==> config.mk <==
export PLATFORM = sky130hd
export DESIGN_NAME = sco_sys_cfg
export DESIGN_NICKNAME = d
export VERILOG_FILES = /design/src/include/sco_pkg.sv /design/src/sco_addr_chk.sv /design/src/sco_reset_gen.sv /design/src/sco_sys_cfg.sv
export SDC_FILE = /design/constraint.sdc
export NUM_CORES = 1
export LEC_CHECK = 0
export ABC_AREA = 1
export BUFFER_PORTS_ARGS = -buffer_cell sky130_fd_sc_hd__buf_2
export CORE_MARGIN = 2
export CORE_UTILIZATION = 44
export CTS_CLUSTER_DIAMETER = 30
export DETAILED_ROUTE_END_ITERATION = 10
export PLACE_DENSITY = 0.82
export SLEW_MARGIN = 20
export SYNTH_ARGS = -nofsm -noshare
export SYNTH_HDL_FRONTEND = slang
export SYNTH_SLANG_ARGS = --single-unit
export TNS_END_PERCENT = 20
==> constraint.sdc <==
create_clock -name clk_sys_in -period 1.63 [get_ports clk_sys_in]
set_input_delay 0.163 -clock clk_sys_in [delete_from_list [all_inputs] [get_ports clk_sys_in]]
set_output_delay 0.163 -clock clk_sys_in [all_outputs]
set_load 0.01 [all_outputs]
==> src/include/sco_pkg.sv <==
// shared constants and decode helpers for the system reset status and options bank
package sco_pkg;

    // ==================================================
    // bus widths
    localparam int ADDR_W = 16;
    localparam int DATA_W = 8;

    // ==================================================
    // register addresses
    localparam logic [15:0] ADDR_RESET_STATUS = 16'h1800;
    localparam logic [15:0] ADDR_DEBUG_FORCE = 16'h1801;
    localparam logic [15:0] ADDR_SYS_OPTIONS = 16'h1802;
    localparam logic [15:0] ADDR_PART_HIGH = 16'h1806;
    localparam logic [15:0] ADDR_PART_LOW = 16'h1807;

    // ==================================================
    // memory map gaps and register area
    localparam logic [15:0] RAM_GAP_LO = 16'h0880;
    localparam logic [15:0] RAM_GAP_HI = 16'h17FF;
    localparam logic [15:0] FLASH_GAP_LO = 16'h182C;
    localparam logic [15:0] FLASH_GAP_HI = 16'hBFFF;
    localparam logic [15:0] REG_AREA_LO = 16'h1800;
    localparam logic [15:0] REG_AREA_HI = 16'h182B;

    // ==================================================
    // reset cause flag positions
    localparam int FLAG_POWER_ON = 7;
    localparam int FLAG_PIN = 6;
    localparam int FLAG_WDOG = 5;
    localparam int FLAG_BAD_OPCODE = 4;
    localparam int FLAG_BAD_ADDR = 3;
    localparam int FLAG_CLKGEN = 2;
    localparam int FLAG_LOW_VOLT = 1;

    // ==================================================
    // option fields and reset values
    localparam int OPT_WDOG_EN = 7;
    localparam int OPT_WDOG_LONG = 6;
    localparam int OPT_HALT_EN = 5;
    localparam int OPT_DBG_PIN = 1;
    localparam logic [7:0] OPT_RESET = 8'hC2;
    localparam logic [7:0] OPT_MASK = 8'hE2;
    localparam logic [7:0] FLAGS_RESET = 8'h00;
    localparam int FORCE_BIT = 0;

    // ==================================================
    // timing
    localparam logic [3:0] RST_HOLD_CYCLES = 4'h4;
    localparam int WDOG_W = 19;
    localparam int WDOG_SHORT_EXP = 13;
    localparam int WDOG_LONG_EXP = 18;

    // ==================================================
    // decode helpers
    function automatic logic is_bad_addr(input logic [15:0] a);
        return ((a >= RAM_GAP_LO) && (a <= RAM_GAP_HI)) ||
               ((a >= FLASH_GAP_LO) && (a <= FLASH_GAP_HI));
    endfunction

    function automatic logic is_reg_area(input logic [15:0] a);
        return (a >= REG_AREA_LO) && (a <= REG_AREA_HI);
    endfunction

endpackage

==> src/sco_addr_chk.sv <==
// registered illegal address detector
`timescale 1ns/1ps
module sco_addr_chk (
    // clock and reset
    input wire logic clk_sys_in,
    input wire logic resetn_in,
    // bus access
    input wire logic [sco_pkg::ADDR_W-1:0] addr_in,
    input wire logic access_in,
    // result
    output logic bad_out
);
    import sco_pkg::*;

    typedef struct packed {
        logic bad;
    } sco_chk_t;

    sco_chk_t q;
    sco_chk_t n;

    always_comb begin
        n = q;
        // register windows never count as illegal, only the gaps
        n.bad = access_in && is_bad_addr(addr_in);
        if (!resetn_in) begin
            n.bad = 1'b0;
        end
    end

    always_ff @(posedge clk_sys_in) begin
        q <= n;
    end

    assign bad_out = q.bad;
endmodule

==> src/sco_reset_gen.sv <==
// internal reset sequencer that holds the system reset and remembers its cause
`timescale 1ns/1ps
module sco_reset_gen (
    // clock and reset
    input wire logic clk_sys_in,
    input wire logic resetn_in,
    // requests
    input wire logic force_in,
    input wire logic [7:0] req_in,
    // reset out
    output logic hold_out,
    output logic [7:0] cause_out
);
    import sco_pkg::*;

    typedef enum logic [1:0] {
        RG_IDLE = 2'b01,
        RG_HOLD = 2'b10
    } sco_rg_state_t;

    typedef struct packed {
        sco_rg_state_t st;
        logic [3:0] cnt;
        logic [7:0] cause;
    } sco_rg_t;

    sco_rg_t q;
    sco_rg_t n;

    always_comb begin
        n = q;
        case (q.st)
            RG_IDLE: begin
                if (force_in || (|req_in)) begin
                    n.st = RG_HOLD;
                    n.cnt = RST_HOLD_CYCLES - 4'h1;
                    // a debug forced reset reports no cause at all
                    n.cause = force_in ? FLAGS_RESET : req_in;
                end
            end
            RG_HOLD: begin
                if (q.cnt == 4'h0) begin
                    n.st = RG_IDLE;
                end else begin
                    n.cnt = q.cnt - 4'h1;
                end
            end
            default: begin
                n.st = RG_IDLE;
            end
        endcase
        if (!resetn_in) begin
            n.st = RG_IDLE;
            n.cnt = 4'h0;
            n.cause = FLAGS_RESET;
        end
    end

    always_ff @(posedge clk_sys_in) begin
        q <= n;
    end

    assign hold_out = (q.st == RG_HOLD);
    assign cause_out = q.cause;
endmodule

==> src/sco_sys_cfg.sv <==
// system reset status, debug force reset, write-once options and part number bank
`timescale 1ns/1ps
module sco_sys_cfg #(
    parameter logic [11:0] PART_ID = 12'h5A3, // arbitrary value
    parameter int unsigned WDOG_SHORT_CYCLES = 1 << sco_pkg::WDOG_SHORT_EXP,
    parameter int unsigned WDOG_LONG_CYCLES = 1 << sco_pkg::WDOG_LONG_EXP
) (
    // clock and reset
    input wire logic clk_sys_in,
    input wire logic resetn_in,
    // internal bus
    input wire logic [sco_pkg::ADDR_W-1:0] bus_addr_in,
    input wire logic bus_rd_in,
    input wire logic bus_wr_in,
    input wire logic bus_debug_in,
    input wire logic [sco_pkg::DATA_W-1:0] bus_wdata_in,
    output logic [sco_pkg::DATA_W-1:0] bus_rdata_out,
    // external reset causes
    input wire logic power_on_in,
    input wire logic pin_reset_in,
    // internal reset sources, halt request and wake
    input wire logic wdog_timeout_in,
    input wire logic illegal_opcode_in,
    input wire logic clock_generator_fault_in,
    input wire logic halt_exec_in,
    input wire logic wake_in,
    // low voltage detector
    input wire logic low_voltage_trip_in,
    input wire logic low_voltage_enable_in,
    input wire logic low_voltage_reset_enable_in,
    input wire logic low_voltage_stop_enable_in,
    output logic low_voltage_active_out,
    // watchdog control
    output logic watchdog_enable_out,
    output logic [sco_pkg::WDOG_W-1:0] watchdog_limit_out,
    output logic watchdog_restart_out,
    // halt mode
    output logic halt_mode_out,
    // debug pin mux
    input wire logic general_output_data_in,
    output logic debug_pin_enable_out,
    output logic general_output_pin_out,
    output logic general_output_oe_out,
    // system reset
    output logic sys_reset_out
);
    import sco_pkg::*;

    // ==================================================
    // state
    typedef struct packed {
        logic [7:0] flags;
        logic [7:0] opt;
        logic locked;
        logic in_halt;
        logic [7:0] rdata;
        logic wdog_restart;
        logic force_req;
    } sco_state_t;

    sco_state_t q;
    sco_state_t n;

    logic gen_hold;
    logic [7:0] gen_cause;
    logic bad_addr;
    logic in_reset;
    logic lowv_req;
    logic [7:0] req_vec;
    logic [7:0] cause_now;
    logic opt_wr_ok;

    // ==================================================
    // read decode
    function automatic logic [7:0] read_mux(input logic [15:0] a, input logic [7:0] flags,
                                            input logic [7:0] opt);
        if (a == ADDR_RESET_STATUS) begin
            return flags;
        end else if (a == ADDR_DEBUG_FORCE) begin
            return 8'h00;
        end else if (a == ADDR_SYS_OPTIONS) begin
            return opt & OPT_MASK;
        end else if (a == ADDR_PART_HIGH) begin
            return {4'h0, PART_ID[11:8]};
        end else if (a == ADDR_PART_LOW) begin
            return PART_ID[7:0];
        end else begin
            return 8'h00;
        end
    endfunction

    // ==================================================
    // reset sources
    assign in_reset = !resetn_in || gen_hold;
    // detector stays dead in halt unless told to keep running
    assign low_voltage_active_out = low_voltage_enable_in &&
                                    (!q.in_halt || low_voltage_stop_enable_in);
    assign lowv_req = low_voltage_active_out && low_voltage_reset_enable_in &&
                      low_voltage_trip_in;

    always_comb begin
        req_vec = 8'h00;
        if (!in_reset) begin
            req_vec[FLAG_WDOG] = wdog_timeout_in && q.opt[OPT_WDOG_EN];
            req_vec[FLAG_BAD_OPCODE] = illegal_opcode_in ||
                                       (halt_exec_in && !q.opt[OPT_HALT_EN]);
            req_vec[FLAG_BAD_ADDR] = bad_addr;
            req_vec[FLAG_CLKGEN] = clock_generator_fault_in;
            req_vec[FLAG_LOW_VOLT] = lowv_req;
        end
    end

    sco_addr_chk u_addr_chk (
        .clk_sys_in(clk_sys_in),
        .resetn_in(resetn_in),
        .addr_in(bus_addr_in),
        .access_in((bus_rd_in || bus_wr_in) && !in_reset),
        .bad_out(bad_addr)
    );

    sco_reset_gen u_reset_gen (
        .clk_sys_in(clk_sys_in),
        .resetn_in(resetn_in),
        .force_in(q.force_req),
        .req_in(req_vec),
        .hold_out(gen_hold),
        .cause_out(gen_cause)
    );

    // ==================================================
    // next state
    always_comb begin
        n = q;
        n.wdog_restart = 1'b0;
        n.force_req = 1'b0;
        cause_now = gen_hold ? gen_cause : FLAGS_RESET;
        if (!resetn_in) begin
            cause_now = FLAGS_RESET;
            cause_now[FLAG_POWER_ON] = power_on_in;
            cause_now[FLAG_PIN] = pin_reset_in && !power_on_in;
            cause_now[FLAG_LOW_VOLT] = power_on_in;
        end
        if (in_reset) begin
            n.flags = cause_now;
            // a pure low voltage reset leaves the power-on flag as it was
            if (cause_now[FLAG_LOW_VOLT] && !cause_now[FLAG_POWER_ON]) begin
                n.flags[FLAG_POWER_ON] = q.flags[FLAG_POWER_ON];
            end
            n.opt = OPT_RESET;
            n.locked = 1'b0;
            n.in_halt = 1'b0;
            n.rdata = 8'h00;
        end else begin
            if (bus_wr_in) begin
                if (bus_addr_in == ADDR_RESET_STATUS) begin
                    n.wdog_restart = 1'b1;
                end else if (bus_addr_in == ADDR_DEBUG_FORCE) begin
                    n.force_req = bus_debug_in && bus_wdata_in[FORCE_BIT];
                end else if (bus_addr_in == ADDR_SYS_OPTIONS) begin
                    if (!q.locked) begin
                        n.opt = bus_wdata_in & OPT_MASK;
                        n.locked = 1'b1;
                    end
                end
            end
            if (bus_rd_in) begin
                n.rdata = read_mux(bus_addr_in, q.flags, q.opt);
            end
            if (halt_exec_in && q.opt[OPT_HALT_EN]) begin
                n.in_halt = 1'b1;
            end else if (wake_in) begin
                n.in_halt = 1'b0;
            end
        end
    end

    always_ff @(posedge clk_sys_in) begin
        q <= n;
    end

    // ==================================================
    // outputs
    assign bus_rdata_out = q.rdata;
    assign sys_reset_out = gen_hold;
    assign watchdog_restart_out = q.wdog_restart;
    assign watchdog_enable_out = q.opt[OPT_WDOG_EN];
    // limit decoded from the stored option so it never glitches on bus traffic
    assign watchdog_limit_out = q.opt[OPT_WDOG_LONG] ? WDOG_W'(WDOG_LONG_CYCLES) :
                                WDOG_W'(WDOG_SHORT_CYCLES);
    assign halt_mode_out = q.in_halt;
    assign debug_pin_enable_out = q.opt[OPT_DBG_PIN];
    assign general_output_pin_out = general_output_data_in;
    assign general_output_oe_out = !q.opt[OPT_DBG_PIN];

    // only a reset or the first options write may move the limit
    assign opt_wr_ok = !in_reset && bus_wr_in && !q.locked &&
                       (bus_addr_in == ADDR_SYS_OPTIONS);
endmodule

==> summary.md, run 1 <==
| Metric | Value |
|---|---|
| Tmin final | 1.51 ns |
| Hold_ws | 0.100 ns |
| Seq cells post-synth | 35 |
| Setup repair bufs after CTS | 0 |
| Initial antenna violation count | 0 |
| Hold crit path type | primary input to flop |
| Post-DRT Antenna Nets | 0 |
| Register area | 771 um2 |
| Fin. max-slew vios | 0 |
| Max cap viols | 0 |
| Die Width | 71.9 um |
| CP Capture Type | flop |
| Sink Count | 35 |
| Reg-to-reg slack, setup | 0.12 ns |
| Die Ht | 71.9 um |
| IO Port Bufs | 53 |
| CTS tree | built |
| Final hold violations | 0 |
| H-Tree Depth | 2 |
| HPWL after detailed placement | 3250 um |
| Clk root buf | clkbuf_8 |
| Setup TNS | 0 ns |
| Hold Path Stages | 3 |
| Placed cells | 381 |
| Routed vias/inst | 4.87 |
| Post-Syn Area | 0.00203 mm2 |
| Total power | 0.00261 W |
| Die footprint | 0.00516 mm2 |
| Post-route cell area | 0.00240 mm2 |
| Largest stage delay on the critical path | 0.35 ns |
| Yosys warnings | 0 |
| Net Sw Frac | 29.6% |
| Worst Setup Start Kind | flop |
| Hold Buf Count CTS | 0 |
| Top delay family on crit path | simple AND/OR/NAND/NOR gates |
| GRT overflow | 0 |
| Crit path buf inv count | 2 |
| Placement Cell Area | 0.00225 mm2 |
| Seq/Total Area, Yosys | 38.0% |
| Wire length per cell | 11.0 um |
| CP max-delay cell | dfxtp_1 |
| Final std cells w/o fill | 389 |
| CTS buffer count | 5 |
| Achievable Freq | 0.663 GHz |
| Initial Utilization | 46.2% |
| Final setup fails | 0 |
| Internal Power | 0.00184 W |
| Worst path required time | 1.81 ns |
| Clk slew on worst S/H paths | 0.07 ns |
| Via Count | 1,895 |
| Mean Syn Cell Area | 7.11 um2 |
| GP Congestion | 0.927 |
| DRT Pass-1 Iters | 4 |
| Drt first-iter violations | 64 |
| DRC Markers | 0 |
| Status | finished clean |
| Post-CTS resize count | 0 |
| Skew-Pair Late Insertion Delay | 0.29 ns |
| CP Class | flop to flop |
| Bufs on Longest Clock Path | 2 |
| Clock skew | 0.00764 ns |
| Layout net count | 381 |
| Largest net degree at the start of global routing | 18 |
| Combinational group share of total power | 25.0% |
| Layout cells sized above 1 | 25.2% |
| Multi-input gate area | 960 um2 |
| Clock power share | 35.5% |
| Synth Instances | 285 |
| RSZ-0062 raised after global routing | false |
| Synth unique cells | 29 |
| Row count | 24 |
| Crit Path Max Fanout | 5 |
| Wire length of the first global-routing pass | 7020 um |
| Worst hold start | bus_wdata_in[5] |
| Tcrit/Tclk final | 92.6% |
| Cell area power density | 1090 mW/mm2 |
| Max VDD drop | 542 uV |
| # fillers | 417 |
| GRT Resource Usage Total | 17.0% |
| FF-to-FF Start | u_reset_gen.q[12]$_SDFFE_PN1P_ |
| Critical path cell sequence | inv_1 > ha_4 > inv_4 > nand2_4 > a21oi_4 > nor2_2 > nand2_2 > nand2_2 > a21oi_1 > nor2_1 |
| Sequential Power Share | 39.4% |
| Ant diodes | 0 |
| Total I/O pin count | 76 |
| P&R area growth vs syn | 18.6% |
| Worst Setup SP | u_reset_gen.q[12]$_SDFFE_PN1P_ |
| P_sw | 0.000775 W |
| R2R cell count | 10 |
| Reg2Reg Capture Point | u_reset_gen.cause_out[2]$_SDFFE_PN0P_ |
| End of the worst hold path | q[17]$_SDFFE_PP0P_ |
| Pleak | 1.23 nW |
| Most common cell on crit path | nand2_2 |
| Vias in the first global route | 1,770 |
| Final wirelength | 4270 um |
| Worst Path Arrival | 1.69 ns |
| Core area | 0.00438 mm2 |
## worst max-delay path by stage
stage | to | cells past startpoint
floorplan | u_reset_gen.cause_out[2]$_SDFFE_PN0P_ | 10
global placement | u_reset_gen.cause_out[2]$_SDFFE_PN0P_ | 10
detailed placement | u_reset_gen.cause_out[2]$_SDFFE_PN0P_ | 10
CTS | u_reset_gen.cause_out[2]$_SDFFE_PN0P_ | 10
global route | u_reset_gen.cause_out[2]$_SDFFE_PN0P_ | 10
finish | u_reset_gen.cause_out[2]$_SDFFE_PN0P_ | 10
## metal layers
layer,wire (um),vias up,GRT usage [%],share of wire (%)
met3,216,9,3.94,5.1
met2,2200,55,31.0,52
met1,1750,865,18.4,41
met4,91,0,8.60,2.1
met5,0,-,0,0
li1,-,966,-,-
## synthesized netlist by cell type
cell type  count  area, um2
nand3_1       36        180
buf_2          1       5.00
nor2_4         3       33.8
a21oi_2        1       8.76
edfxtp_1       7        210
ha_1           4       50.1
nor2_1        32        120
inv_2          1       3.75
nand2_1       49        184
conb_1         1       3.75
nand2_4        1       11.3
o211ai_1       2       15.0
nand4_1        3       18.8
clkbuf_1       4       15.0
a21oi_1       18       90.1
nor3_1         4       20.0
inv_4          1       6.26
nand2_2        4       25.0
nor2_2         2       12.5
inv_1         39        146
dfxtp_1       28        561
or2_2          1       6.26
o21bai_1       1       7.51
o21ai_0       11       55.1
a31o_2         1       8.76
a21boi_0       1       7.51
buf_4         27        203
o21a_1         1       7.51
nand3_2        1       10.0
## logic make-up after synthesis
group	Yosys count	synth area share (%)
AO/OA/AOI/OAI	36	9.88
adder cells (fa/ha/maj)	4	2.47
buffers and inverters	73	18.7
flip-flops	35	38.0
other	1	0.185
AND/OR/NAND/NOR	136	30.7
## metrics by stage
stage / setup slack [ns] / utilization (%)
6_report: 0.121 / 54.8
3_5_place_dp: 0.0666 / 51.3
2_1_floorplan: 0.0808 / -
4_1_cts: 0.0546 / 54.3
5_1_grt: 0.0142 / 54.8
3_3_place_gp: 0.116 / 51.3
## area by class of cell
type,count,area share [%]
multi-input cells,193,39.9
flip-flops and latches,35,32.1
repair buffers,60,13.2
inverters,41,6.51
clock buffers,6,3.02
well taps,52,2.71
clock inverters,2,2.50
## state kept, by name (all words and copies together), names as in the netlist
signal,flops
debug_pin_enable_out,1
u_reset_gen.q,6
bus_rdata_out,8
watchdog_restart_out,1
u_addr_chk.bad_out,1
halt_mode_out,1
u_reset_gen.cause_out,5
q,11
watchdog_enable_out,1
## cells in the final DEF (no fill, tap or decap), drive strengths merged
cell	n
clkbuf	6
edfxtp	7
nor2	37
a21oi	19
inv	41
nand2	54
o21bai	1
dfxtp	28
nand3	37
a31o	1
nand4	3
o211ai	2
conb	17
ha	4
buf	60
o21a	1
bufinv	2
o21ai	11
or2	1
a21boi	1
nor3	4
## worst min-delay path, cell delays in order
cell	delay (ns)
buf_2	0.07
nor2_1	0.03
nor2_1	0.09
## power by group through the flow
stage	Sequential [W]	Clock, W	Combinational [W]
after floorplan	0.00104	0	0.000516
after global placement	0.00104	0	0.000611
after detailed placement	0.00105	0	0.000637
after CTS	0.00103	0.000946	0.000641
after global routing	0.00104	0.000981	0.000747
final	0.00103	0.000929	0.000655
Note: power is estimated with default switching activity, not from simulation.
==> inputs of run 2 (changes only) <==
- REMOVE_ABC_BUFFERS: unset -> 1
==> run 2 against run 1 <==
Effect of this change: clock-buffer cell count is the same; sequential share of layout area grew 0.75 points; clock power shrank 33%; setup slack lost 0.0095 ns; sequential cell count is the same; global-route usage grew 0.25 points; via count shrank 2.2%; total power shrank 12%; combinational power is essentially flat; maximum frequency shrank 0.62%; clock skew shrank 0.0010 ns; highest routed layer unchanged.
==> summary.md, run 2 (synthesis results as in run 1) <==
| Metric | Value |
|---|---|
| Final wirelength | 4220 um |
| Row count | 24 |
| Final setup fails | 0 |
| Die Width | 71.9 um |
| Drt first-iter violations | 72 |
| Reg-to-reg slack, setup | 0.11 ns |
| Worst path required time | 1.81 ns |
| GRT met3 Usage | 3.94% |
| CTS tree | built |
| Sink Count | 35 |
| Routed vias/inst | 4.76 |
| Hold_ws | 0.121 ns |
| Worst Setup SP | u_reset_gen.q[12]$_SDFFE_PN1P_ |
| Max VDD drop | 634 uV |
| Clock skew | 0.00659 ns |
| Largest net degree at the start of global routing | 18 |
| GRT overflow | 0 |
| Tcrit/Tclk final | 93.2% |
| RSZ-0062 raised after global routing | false |
| Hold crit path type | primary input to flop |
| R2R cell count | 10 |
| Final Util | 53.5% |
| Total power | 0.00230 W |
| FF-to-FF Start | u_reset_gen.q[12]$_SDFFE_PN1P_ |
| Max cap viols | 0 |
| GRT Resource Usage Total | 17.3% |
| GR Layer Usage met1 | 19.6% |
| P&R area growth vs syn | 15.9% |
| DRC Markers | 0 |
| CP Class | flop to flop |
| Reg2Reg Capture Point | u_reset_gen.cause_out[2]$_SDFFE_PN0P_ |
| Initial antenna violation count | 0 |
| Setup repair bufs after CTS | 0 |
| Die Ht | 71.9 um |
| Initial Utilization | 46.2% |
| Post-DRT Antenna Nets | 0 |
| Vias in the first global route | 1,726 |
| Multi-input gate area | 952 um2 |
| Layout cells sized above 1 | 25.2% |
| Total I/O pin count | 76 |
| Via Count | 1,853 |
| Ant diodes | 0 |
| Register name with the most flops | q |
| Crit Path Max Fanout | 5 |
| Register area | 771 um2 |
| HPWL after detailed placement | 3260 um |
| Core area | 0.00438 mm2 |
| Leading cell type in the layout, fill and taps excluded | buf_2 |
| CP endpoint | u_reset_gen.cause_out[2]$_SDFFE_PN0P_ |
| Hold Path Stages | 3 |
| Layout net count | 381 |
| Achievable Freq | 0.658 GHz |
| GP Congestion | 0.809 |
| H-Tree Depth | 2 |
| Pleak | 1.20 nW |
| Wire length per cell | 10.8 um |
| CP Capture Type | flop |
| Bufs on Longest Clock Path | 2 |
| Max reg flops | 11 |
| Worst Path Arrival | 1.70 ns |
| Fin. max-slew vios | 0 |
| GR Util met2 | 31.2% |
| Busiest grt layer | met2 |
| DRT Pass-1 Iters | 4 |
| IO Port Bufs | 53 |
| Tmin final | 1.52 ns |
| Wire length of the first global-routing pass | 7090 um |
| Skew-Pair Late Insertion Delay | 0.29 ns |
| Clk root buf | clkbuf_8 |
| Status | finished clean |
| Cell area power density | 982 mW/mm2 |
| Clk slew on worst S/H paths | 0.07 ns |
| Commonest non-fill, non-tap cells in the layout | 53 x buf_2, 49 x nand2_1, 39 x inv_1, 36 x nand3_1, 32 x nor2_1 |
| CTS buffer count | 5 |
| Die footprint | 0.00516 mm2 |
| Worst Setup Start Kind | flop |
| Final hold violations | 0 |
| # fillers | 427 |
run 2: area by class of cell:
class | instances | area share [%]
clock buffers | 6 | 3.09
clock inverters | 2 | 0.533
inverters | 41 | 6.66
multi-input cells | 193 | 40.6
flip-flops and latches | 35 | 32.8
well taps | 52 | 2.77
repair buffers | 60 | 13.5
run 2: worst min path at each step:
| stage | startpoint | to | slack [ns] |
|---|---|---|---|
| floorplan | bus_rd_in | bus_rdata_out[3]$_SDFFE_PP0P_ | 0.26 |
| global placement | general_output_data_in | general_output_pin_out | 0.33 |
| detailed placement | general_output_data_in | general_output_pin_out | 0.33 |
| CTS | bus_wdata_in[5] | q[17]$_SDFFE_PP0P_ | 0.11 |
| global route | bus_wdata_in[6] | q[18]$_SDFFE_PP1P_ | 0.12 |
| finish | bus_wdata_in[5] | q[17]$_SDFFE_PP0P_ | 0.12 |
run 2: per-stage QoR:
stage	instances	setup WS, ns	instance area (um2)	TNS, ns
2_1_floorplan	269	-0.0299	1860	-0.0328
3_3_place_gp	381	0.0360	2250	0
3_5_place_dp	381	-0.0417	2250	-0.0417
4_1_cts	389	0.0712	2340	0
5_1_grt	389	0.00551	2350	0
6_report	389	0.111	2350	0
run 2: power breakdown:
part           internal (W)  switching [W]
clock              0.000299       0.000320
combinational      0.000249       0.000409
sequential         0.000983      0.0000452
run 2: timing repair:
item | 4_1_cts | 5_1_grt
resized for setup | 2 | 1
hold buffers | 0 | 0
endpoints found under the setup margin | 3 | 4
gates cloned | 0 | 0
endpoints found under the hold margin | 0 | 0
run 2: critical path, cell delays in order, from the launching register on:
cell	delay [ns]
dfxtp_1	0.36
inv_1	0.09
ha_4	0.19
nor2_4	0.11
nand2_1	0.07
nor2_2	0.13
nor2_2	0.07
nand2_2	0.11
nand2_2	0.09
a21oi_1	0.15
nor2_1	0.05
run 2: layer usage:
metal	up-vias	share of wire (%)
met2	62	48
li1	965	-
met1	821	43
met5	-	0
met4	0	1.3
met3	5	7.1
